## src/hw/psc_pkg.sv

```systemverilog
// Purpose: Shared constants and types of the pitch step control block
// Assumes: 125 MHz system clock
// Notes: Step counts are those of the two control styles
package psc_pkg;
   // Step counter width and ranges
   localparam int STEP_W = 5;
   localparam logic [4:0] STEP_MIN = 5'h00;
   localparam logic [4:0] STEP_MAX = 5'h10;    // 17 steps, 0 to 16
   localparam logic [4:0] STEP_NEUTRAL = 5'h08; // No pitch change step
   localparam logic [4:0] STEP_RESET = 5'h08;
   // Power-on reset stretch, in clock cycles
   localparam int POR_CYCLES = 16;
   // Control style
   typedef enum logic {PSC_UPDOWN, PSC_BINARY} psc_style_t;
endpackage

```

## src/hw/psc_edge_if.sv

```systemverilog
// Purpose: Carries synchronised level and rising edges between modules
// Assumes: One clock domain
// Notes: Edges are one-cycle pulses
`timescale 1ns/10ps
interface psc_edge_if;
   logic up_edge;
   logic down_edge;
   logic up_level;
   logic down_level;
   modport src (output up_edge, output down_edge, output up_level, output down_level);
   modport dst (input up_edge, input down_edge, input up_level, input down_level);
endinterface

```

## src/hw/psc_top.sv

```systemverilog
// Purpose: Pitch step control: up/down and binary step selection
// Assumes: Pins synchronous-ish to clk; control style strapped static
// Notes: Analog paths are represented by enable and select levels
`timescale 1ns/10ps
module psc_top (
   // Clock and reset
   input wire logic clk,
   input wire logic rst_b,
   // Mode and path selection
   input wire logic control_style_select,
   input wire logic passthrough_select,
   input wire logic test_in,
   // Shared control pins: up/down use or code bits
   input wire logic power_down_request, // Also step_code_bit3
   input wire logic step_up_pulse,      // Also step_code_bit2
   input wire logic step_down_pulse,    // Also step_code_bit1
   input wire logic pitch_step_clear,   // Also step_code_bit0
   // Status and controls
   output logic [4:0] pitch_step,
   output logic osc_run,
   output logic converter_out_enable,
   output logic speech_out_enable,
   output logic speech_bypass
);
   logic [4:0] step_r;
   logic [4:0] step_nxt;
   logic [4:0] por_cnt_r;
   logic por_done_r = 1'b0; // Start-up value models power application
   logic run_r;
   logic conv_en_r;
   logic speech_en_r;
   logic bypass_r;
   wire logic binary_mode;
   wire logic in_reset;
   wire logic pd_active;
   wire logic [3:0] step_code;
   wire logic step_up_bin;
   wire logic step_down_bin;
   psc_edge_if edges ();

   // The stretch counter is five bits wide; a longer stretch needs a wider counter
   if (psc_pkg::POR_CYCLES < 1 || psc_pkg::POR_CYCLES > 32) begin : g_por_fits
      $error("power-on stretch does not fit its counter");
   end

   // Pulse inputs share pins with code bits; edges only used in up/down style
   psc_edge_det u_edge (
      .clk(clk),
      .rst_b(rst_b),
      .up_raw(step_up_pulse),
      .down_raw(step_down_pulse),
      .edges(edges)
   );

   assign binary_mode = (control_style_select == 1'b1);
   assign step_code = {power_down_request, step_up_pulse, step_down_pulse, pitch_step_clear};
   assign pd_active = ~binary_mode & power_down_request;
   assign in_reset = ~rst_b | ~por_done_r;
   assign step_up_bin = edges.up_edge & ~edges.down_level;
   assign step_down_bin = edges.down_edge & ~edges.up_level;

   // Next step value; clear and coincident pulses win over single steps
   always_comb begin
      step_nxt = step_r;
      if (binary_mode) begin
         step_nxt = {1'b0, step_code};
      end else if (pd_active) begin
         step_nxt = step_r;
      end else if (pitch_step_clear) begin
         step_nxt = psc_pkg::STEP_NEUTRAL;
      end else if (edges.up_level & edges.down_level & (edges.up_edge | edges.down_edge)) begin
         step_nxt = psc_pkg::STEP_NEUTRAL;
      end else if (step_up_bin && step_r != psc_pkg::STEP_MAX) begin
         step_nxt = step_r + 5'h01;
      end else if (step_down_bin && step_r != psc_pkg::STEP_MIN) begin
         step_nxt = step_r - 5'h01;
      end
   end

   // power-on counter; a held pin is not needed
   always_ff @(posedge clk) begin
      if (!rst_b) begin
         por_cnt_r <= 5'h00;
         por_done_r <= 1'b1;
      end else if (!por_done_r) begin
         por_cnt_r <= por_cnt_r + 5'h01;
         por_done_r <= (por_cnt_r == 5'(psc_pkg::POR_CYCLES - 1));
      end
   end

   always_ff @(posedge clk) begin
      if (in_reset) begin
         step_r <= psc_pkg::STEP_RESET;
      end else begin
         step_r <= step_nxt;
      end
   end

   always_ff @(posedge clk) begin
      if (in_reset) begin
         run_r <= 1'b0;
         conv_en_r <= 1'b0;
         speech_en_r <= 1'b0;
         bypass_r <= 1'b0;
      end else begin
         run_r <= ~pd_active;
         conv_en_r <= ~pd_active;
         speech_en_r <= ~pd_active;
         bypass_r <= passthrough_select;
      end
   end

   assign pitch_step = step_r;
   assign osc_run = run_r;
   assign converter_out_enable = conv_en_r;
   assign speech_out_enable = speech_en_r;
   assign speech_bypass = bypass_r;

   // test input unused; must stay low
   wire logic test_unused = test_in;
endmodule

```

## src/hw/psc_edge_det.sv

```systemverilog
// Purpose: Synchronise the step pulses and find their rising edges
// Assumes: Inputs may be asynchronous to clk
// Notes: First sync stage feeds only the second stage
`timescale 1ns/10ps
module psc_edge_det (
   // Clock and reset
   input wire logic clk,
   input wire logic rst_b,
   // Raw pulses
   input wire logic up_raw,
   input wire logic down_raw,
   // Synchronised result
   psc_edge_if.src edges
);
   logic [1:0] up_sync_r;
   logic [1:0] down_sync_r;
   logic up_prev_r;
   logic down_prev_r;

   always_ff @(posedge clk) begin
      if (!rst_b) begin
         up_sync_r <= 2'h0;
         down_sync_r <= 2'h0;
         up_prev_r <= 1'b0;
         down_prev_r <= 1'b0;
      end else begin
         up_sync_r <= {up_sync_r[0], up_raw};
         down_sync_r <= {down_sync_r[0], down_raw};
         up_prev_r <= up_sync_r[1];
         down_prev_r <= down_sync_r[1];
      end
   end

   assign edges.up_edge = up_sync_r[1] & ~up_prev_r;
   assign edges.down_edge = down_sync_r[1] & ~down_prev_r;
   assign edges.up_level = up_sync_r[1];
   assign edges.down_level = down_sync_r[1];
endmodule

```

## config.mk

```make
export PLATFORM = sky130hd
export DESIGN_NAME = psc_top
export DESIGN_NICKNAME = d
export VERILOG_FILES = /design/src/hw/psc_pkg.sv /design/src/hw/psc_edge_if.sv /design/src/hw/psc_top.sv /design/src/hw/psc_edge_det.sv
export SDC_FILE = /design/constraint.sdc
export NUM_CORES = 1
export LEC_CHECK = 0
export BUFFER_PORTS_ARGS = -buffer_cell sky130_fd_sc_hd__buf_2
export CAP_MARGIN = 25
export CORE_UTILIZATION = 57
export DETAILED_ROUTE_END_ITERATION = 10
export MAX_ROUTING_LAYER = met4
export PLACE_DENSITY = 0.8
export SYNTH_ARGS = -nofsm -noshare
export SYNTH_HDL_FRONTEND = slang
export SYNTH_SLANG_ARGS = --single-unit
```

## constraint.sdc

```tcl
create_clock -name clk -period 7.8 [get_ports clk]
set_clock_uncertainty 0.2 [all_clocks]
set_input_delay 0.78 -clock clk [delete_from_list [all_inputs] [get_ports clk]]
set_output_delay 0.78 -clock clk [all_outputs]
set_load 0.01 [all_outputs]
```

==> results of run 1 <==
[layout by cell type, fill, tap and decap left out, drive strengths merged, types with 2 or more instances in the layout]
cell     synthesis  final
or3              2      2
a31oi            4      4
o21ai            5      5
buf              2     16
inv              5      5
a21oi            7      7
dfxtp           19     19
clkbuf           3      3
a21o             2      2
ha               5      5
nand2b           2      2
and2            12     12
nand2            6      6
xnor2            3      3
a2111oi          2      2
and3             3      3
nor2             4      4
nor2b            2      2
nor3b            2      2
[routing by layer]
| layer | wire (um) | share of wire | vias up |
|---|---|---|---|
| met2 | 771 | 0.44 | 20 |
| met3 | 75 | 0.042 | 6 |
| li1 | - | - | 401 |
| met1 | 903 | 0.51 | 380 |
| met5 | 0 | 0 | - |
| met4 | 16 | 0.0091 | 0 |
[final cells by class]
class / instances / area (um^2) / share of cell area
multi-input cells: 75 / 562 / 0.515
flip-flops and latches: 19 / 380 / 0.349
repair buffers: 16 / 80.1 / 0.0734
clock buffers: 3 / 22.5 / 0.0206
well taps: 16 / 20.0 / 0.0183
inverters: 5 / 18.8 / 0.0172
clock inverters: 1 / 7.51 / 0.00688
[through the flow]
step	std cells	power, mW	hold WS, ps	setup slack [ps]	area [um^2]
2_1_floorplan	104	0.127	212	5260	987
3_3_place_gp	131	0.134	218	5170	1060
3_5_place_dp	131	0.136	219	5130	1060
4_1_cts	135	0.187	241	5100	1090
5_1_grt	135	0.195	258	4940	1090
6_report	135	0.187	240	5100	1090
[registers in the layout, indices dropped and copies added (netlist names)]
name                cells
u_edge.up_prev_r        1
u_edge.up_sync_r        2
speech_out_enable       1
por_cnt_r               5
u_edge.down_sync_r      2
speech_bypass           1
por_done_r              1
pitch_step              5
u_edge.down_prev_r      1
[power groups by stage]
stage	clock, mW	sequential (mW)	combinational (mW)
floorplan	0	0.106	0.0206
global placement	0	0.106	0.0286
detailed placement	0	0.106	0.0296
CTS	0.0534	0.104	0.0299
global route	0.0572	0.104	0.0337
finish	0.0529	0.104	0.0301
[path summary, 6_finish.rpt]
path | depth (start not counted) | end | from
worst max-delay path | 8 | pitch_step[3]$_SDFFE_PP1P_ | pitch_step[0]$_SDFFE_PP0P_
worst min-delay path | 1 | u_edge.up_sync_r[1]$_SDFF_PN0_ | u_edge.up_sync_r[0]$_SDFF_PN0_
worst max register to register | 8 | pitch_step[3]$_SDFFE_PP1P_ | pitch_step[0]$_SDFFE_PP0P_
worst min register to register | 1 | u_edge.up_sync_r[1]$_SDFF_PN0_ | u_edge.up_sync_r[0]$_SDFF_PN0_
[cell families (layout without fill, tap and decap cells)]
logic type	Yosys count	count (layout)	synth area share
XOR/XNOR	4	4	0.0355
adder cells (fa/ha/maj)	6	6	0.0837
multiplexers	1	1	0.0101
flip-flops	19	19	0.385
AND/OR/NAND/NOR	38	38	0.233
AO/OA/AOI/OAI	26	26	0.207
buffers and inverters	10	25	0.0456
[Yosys cell counts, drive strengths merged (2+ instances only)]
master	n
buf	2
nor3b	2
inv	5
and2	12
a2111oi	2
ha	5
nand2	6
nand2b	2
dfxtp	19
a21oi	7
a21o	2
xnor2	3
and3	3
nor2b	2
clkbuf	3
or3	2
o21ai	5
nor2	4
a31oi	4
[worst register-to-register path, cell delays in order, from the launching register on]
cell     delay, ps
dfxtp_1        390
or4_4          580
o21ai_4        260
ha_1           280
a21o_1         170
a21oi_1        180
xor2_1         160
a21oi_1         90
o31a_1         290
==> results.py, run 1 <==
metrics = {
    "grt": {
        "grt_overflow_total": 0,
        "grt_use_total": 0.228,
        "met3_usage": 0.0667,
        "grt_pass1_wl_um": 3140,
        "use_met1": 0.306,
        "busiest_layer": "met2",
        "grt_pass1_vias": 754,
        "grt_max_degree": 15,
        "antenna_found_initial": 0,
        "grtUsageMet2": 0.328,
    },
    "critical_path": {
        "rrSetupSlack_ps": 5100,
        "cp_data_arrival_time_ps": 2700,
        "cp_data_required_time_ps": 7800,
        "cp-end-kind": "register",
        "critPathKind": "register to register",
        "cp_cell_sequence": "or4_4, o21ai_4, ha_1, a21o_1, a21oi_1, xor2_1, a21oi_1, o31a_1",
        "max_stage_delay_ps": 580,
        "cp_top_family": "compound AO/OA/AOI/OAI gates",
        "path_max_fanout": 8,
        "cp-start-kind": "register",
        "cp_common_cell": "a21oi_1",
        "cp_slowest_cell": "or4_4",
        "cp_num_buf_inv": 0,
    },
    "synthesis": {
        "ys_ff_latch": 19,
        "yosysWarnings": 0,
        "syn_avg_cell_area_um2": 9.49,
        "synth_fp_nets": 119,
        "yosysSeqAreaShare": 0.385,
        "synth_edf_count": 0,
        "async_flop_share": 0,
        "post-synth-top-area-fraction": 0.385,
        "synthesis.instances": 104,
        "synthFlopType": "dfxtp_1",
        "synth_area_leader_cell": "dfxtp_1",
        "synthDistinctLibCells": 38,
        "synth.area.top_cells": "dfxtp_1 (39%), and2_1 (7.6%), ha_1 (6.3%)",
        "synth.cell_area_um2": 987,
    },
    "floorplan": {
        "fp.dieH_um": 43.6,
        "pin_count": 18,
        "die-area_mm2": 0.00190,
        "coreArea_mm2": 0.00156,
        "die_width_um": 43.6,
        "rows": 14,
        "initial_core_util": 0.633,
    },
    "worst_hold_path": {
        "min_path_type": "register to register",
    },
    "route": {
        "final_antenna_net_count": 0,
        "viasPerCell": 5.98,
        "wl_um": 1770,
        "wire_per_inst_um": 13.1,
        "drc": 1,
        "dr.pass1.iters": 7,
        "vias": 807,
        "drt-initial-drc-count": 21,
    },
    "final_layout": {
        "fillers": 133,
        "antennaDiodeCount": 0,
        "drive_above_1_share": 0.227,
        "final_util": 0.700,
        "nets": 135,
        "syn_to_final_growth_pct": 10.5,
    },
    "sta": {
        "fmax_mhz": 371,
        "hold_viol": 0,
        "period_share": 0.346,
        "tns_ps": 0,
        "drv_slew": 0,
        "rsz0062_at_grt": "no",
        "slew-limit-headroom": 0.685,
        "final.min_clock_period_ps": 2700,
        "worst_slew_pin_slew_ps": 470,
        "finalSetupViolCount": 0,
    },
    "clock_tree": {
        "cts-htree-levels": 1,
        "cts_root_buffer": "clkbuf_4",
        "cts_resized": 0,
        "clkTransAtPathRegs_ps": 120,
        "clk_latency_ps": 300,
        "cts_setup_buffers": 0,
        "holdBufCountCts": 0,
        "cts_sinks": 19,
        "cts_tree": "done",
        "numCtsBuffers": 3,
        "cts_buffer_depth": 2,
    },
    "pwr": {
        "seq_power_share": 0.555,
        "peakVddDrop_mv": 0.122,
        "power_frac_comb": 0.161,
        "power_density_mw_per_mm2": 171,
        "p_leak_nw": 0.476,
        "power.switching_mw": 0.0533,
        "power_frac_clock": 0.284,
        "swShare": 0.285,
        "p_int_mw": 0.133,
    },
    "place": {
        "gp_congestion": 0.897,
        "portBuffers": 16,
        "hpwl_um": 1360,
    },
    "job": {
        "maxCapViolations": 0,
    },
    "outcome": {
        "violations": "design-rule violations",
        "run_status": "complete, but fails checks",
    },
}
No activity file was read; power rests on OpenSTA's default activity.
==> run 2, diff against run 1 <==
- ABC_AREA: not set -> 1
- CORE_UTILIZATION: 57 -> 48
- PLACE_DENSITY: 0.8 -> 0.72
- clock period: 7.8 -> 2.4 ns (I/O delays scaled with it)
==> run 2 against run 1 <==
Against the previous run:
- the run now ends clean
- die area grew 23%
- cell count grew 47%
- sequential power grew to 3.3 times the previous value
- count of clock-buffer cells in the layout is the same
- worst hold slack lost 210 ps
- global-route usage shrank 2.9 points
- first-iteration DRC count shrank 24%
- non-clock buffer count grew 4
- utilization shrank 10 points
- critical path depth grew 4
- critical endpoint is now pitch_step[4]$_SDFFE_PP0P_
- highest routed layer unchanged
- setup slack lost 4900 ps
==> results.py, run 2 <==
metrics = {
    "final_layout": {
        "antennaDiodeCount": 0,
        "drive_above_1_share": 0.174,
        "final_util": 0.598,
        "nets": 188,
        "final_common_cell": "nand2_1",
        "syn_to_final_growth_pct": 14.9,
        "mostFrequentLayoutCells": "nand2_1 (37), inv_1 (27), dfxtp_1 (19), buf_2 (16), nor2_1 (15)",
        "fin_cells": 199,
    },
    "critical_path": {
        "path_max_fanout": 7,
        "cp_data_arrival_time_ps": 2200,
        "cp-end-kind": "register",
        "cp_data_required_time_ps": 2400,
        "cp-start-kind": "register",
        "rrSetupSlack_ps": 200,
        "reg2reg_depth": 12,
        "r2r_start": "u_edge.up_sync_r[1]$_SDFF_PN0_",
        "critPathKind": "register to register",
        "r2r-end": "pitch_step[4]$_SDFFE_PP0P_",
    },
    "worst_hold_path": {
        "min_path_type": "input port to register",
        "min_to": "u_edge.down_sync_r[1]$_SDFF_PN0_",
        "holdPathStages": 3,
        "min_from": "rst_b",
    },
    "grt": {
        "grt_max_degree": 12,
        "antenna_found_initial": 0,
        "grt_pass1_wl_um": 3620,
        "grt_use_total": 0.199,
        "grt_overflow_total": 0,
        "grt_pass1_vias": 877,
    },
    "route": {
        "wl_met1_um": 893,
        "final_antenna_net_count": 0,
        "viasPerCell": 4.88,
        "wl_met2_um": 1120,
        "drc": 0,
        "vias": 971,
        "wire_per_inst_um": 10.4,
        "wl_um": 2070,
        "top_layer_used": "met4",
        "drt-initial-drc-count": 16,
        "dr.pass1.iters": 4,
        "wl_met3_um": 27,
    },
    "sta": {
        "final.min_clock_period_ps": 2200,
        "period_share": 0.917,
        "rsz0062_at_grt": "no",
        "worst_slew_pin_slew_ps": 244,
        "fmax_mhz": 454,
        "tns_ps": 0,
        "drv_slew": 0,
        "hold_viol": 0,
        "slew-limit-headroom": 0.838,
        "finalSetupViolCount": 0,
    },
    "synthesis": {
        "synthDistinctLibCells": 23,
        "ys_ff_latch": 19,
        "yosysSeqAreaShare": 0.368,
        "synth_fp_nets": 167,
        "synth_area_leader_cell": "dfxtp_1",
        "post-synth-top-area-fraction": 0.368,
        "synthesis.instances": 152,
        "synth.cell_area_mm2": 0.00103,
        "yosysWarnings": 0,
        "synth_common_cells": "nand2_1 (37), inv_1 (27), dfxtp_1 (19)",
        "yosysMostFrequentCell": "nand2_1",
        "syn_avg_cell_area_um2": 6.79,
        "synth_edf_count": 0,
        "synthFlopType": "dfxtp_1",
        "synth.area.top_cells": "dfxtp_1 (37%), nand2_1 (13%), inv_1 (9.8%)",
        "async_flop_share": 0,
    },
    "place": {
        "place_inst": 191,
        "hpwl_um": 1670,
        "portBuffers": 16,
        "gp_congestion": 0.814,
    },
    "clock_tree": {
        "numCtsBuffers": 3,
        "cts_sinks": 19,
        "cts_setup_buffers": 0,
        "cts_tree": "done",
        "cts_buffer_depth": 2,
        "holdBufCountCts": 4,
        "cts-htree-levels": 1,
        "cts_root_buffer": "clkbuf_4",
        "clk_latency_ps": 290,
        "cts_resized": 0,
        "clkTransAtPathRegs_ps": 110,
    },
    "floorplan": {
        "pin_count": 18,
        "die_width_um": 48.4,
        "coreArea_mm2": 0.00198,
        "die-area_mm2": 0.00234,
        "initial_core_util": 0.521,
        "rows": 16,
        "fp.dieH_um": 48.4,
    },
    "pwr": {
        "power_density_mw_per_mm2": 525,
        "finalPower_mw": 0.623,
        "peakVddDrop_mv": 0.345,
        "p_leak_nw": 0.609,
    },
    "job": {
        "maxCapViolations": 0,
    },
    "outcome": {
        "run_status": "finished, final reports clean",
    },
}
==> run 2: cell count changes in the layout (fill, tap and decap cells not counted), sizes merged, moves of 12 or more <==
cell / change
nor2: +13
inv: +23
nand3: +14
nand2: +35
and2: -12
==> run 2: worst max-delay path, cell delays in order, from the launching register on <==
cell     delay, ps
dfxtp_1        400
nand2_1         80
nor2_1         160
nand2_2        160
fa_1           410
nand2_1        100
nand2_1         50
a21oi_1        200
nand3_1        110
nand2_1         80
nor2_1          40
nor2_1          80
nor2_1          40
==> run 2: layer usage <==
layer	track usage	vias to the layer above
met5	-	-
met4	0.0539	0
met3	0.0189	4
met2	0.390	6
met1	0.211	446
li1	-	515
==> run 2: stage by stage <==
step	area [um^2]	setup WS (ps)	hold WS [ps]
floorplan	1030	438	133
global placement	1120	319	193
detailed placement	1120	202	209
CTS	1190	188	21.5
global route	1190	17.6	35.3
finish	1190	199	29.1
==> run 2: area by class of cell <==
| type | instances | area, um^2 |
|---|---|---|
| Timing Repair Buffer | 20 | 120 |
| Fill cell | 195 | 796 |
| Tap cell | 27 | 33.8 |
| Clock inverter | 1 | 5.00 |
| Inverter | 28 | 105 |
| Multi-Input combinational cell | 101 | 519 |
| Sequential cell | 19 | 380 |
| Clock buffer | 3 | 22.5 |
==> run 2: logic make-up (layout without fill, tap and decap cells) <==
family | Yosys count | count (layout) | synth area share
simple gates | 80 | 80 | 0.343
flops | 19 | 19 | 0.368
compound gates | 15 | 15 | 0.0800
buf+inv | 32 | 52 | 0.128
fa+ha+maj | 6 | 6 | 0.0800
==> run 2: how the worst max path moves through the flow <==
| stage | start | endpoint | slack [ps] | cells after the start |
|---|---|---|---|---|
| floorplan | pitch_step[0]$_SDFFE_PP0P_ | pitch_step[4]$_SDFFE_PP0P_ | 440 | 12 |
| global placement | u_edge.up_sync_r[1]$_SDFF_PN0_ | pitch_step[4]$_SDFFE_PP0P_ | 320 | 12 |
| detailed placement | u_edge.up_sync_r[1]$_SDFF_PN0_ | pitch_step[4]$_SDFFE_PP0P_ | 200 | 12 |
| CTS | u_edge.up_sync_r[1]$_SDFF_PN0_ | pitch_step[4]$_SDFFE_PP0P_ | 190 | 12 |
| global route | u_edge.up_sync_r[1]$_SDFF_PN0_ | pitch_step[4]$_SDFFE_PP0P_ | 20 | 12 |
| finish | u_edge.up_sync_r[1]$_SDFF_PN0_ | pitch_step[4]$_SDFFE_PP0P_ | 200 | 12 |
==> run 2: power by group <==
group	internal, mW	switching (mW)	total (mW)
logic	0.0512	0.0749	0.126
registers	0.328	0.0132	0.341
clock network	0.0619	0.0940	0.156
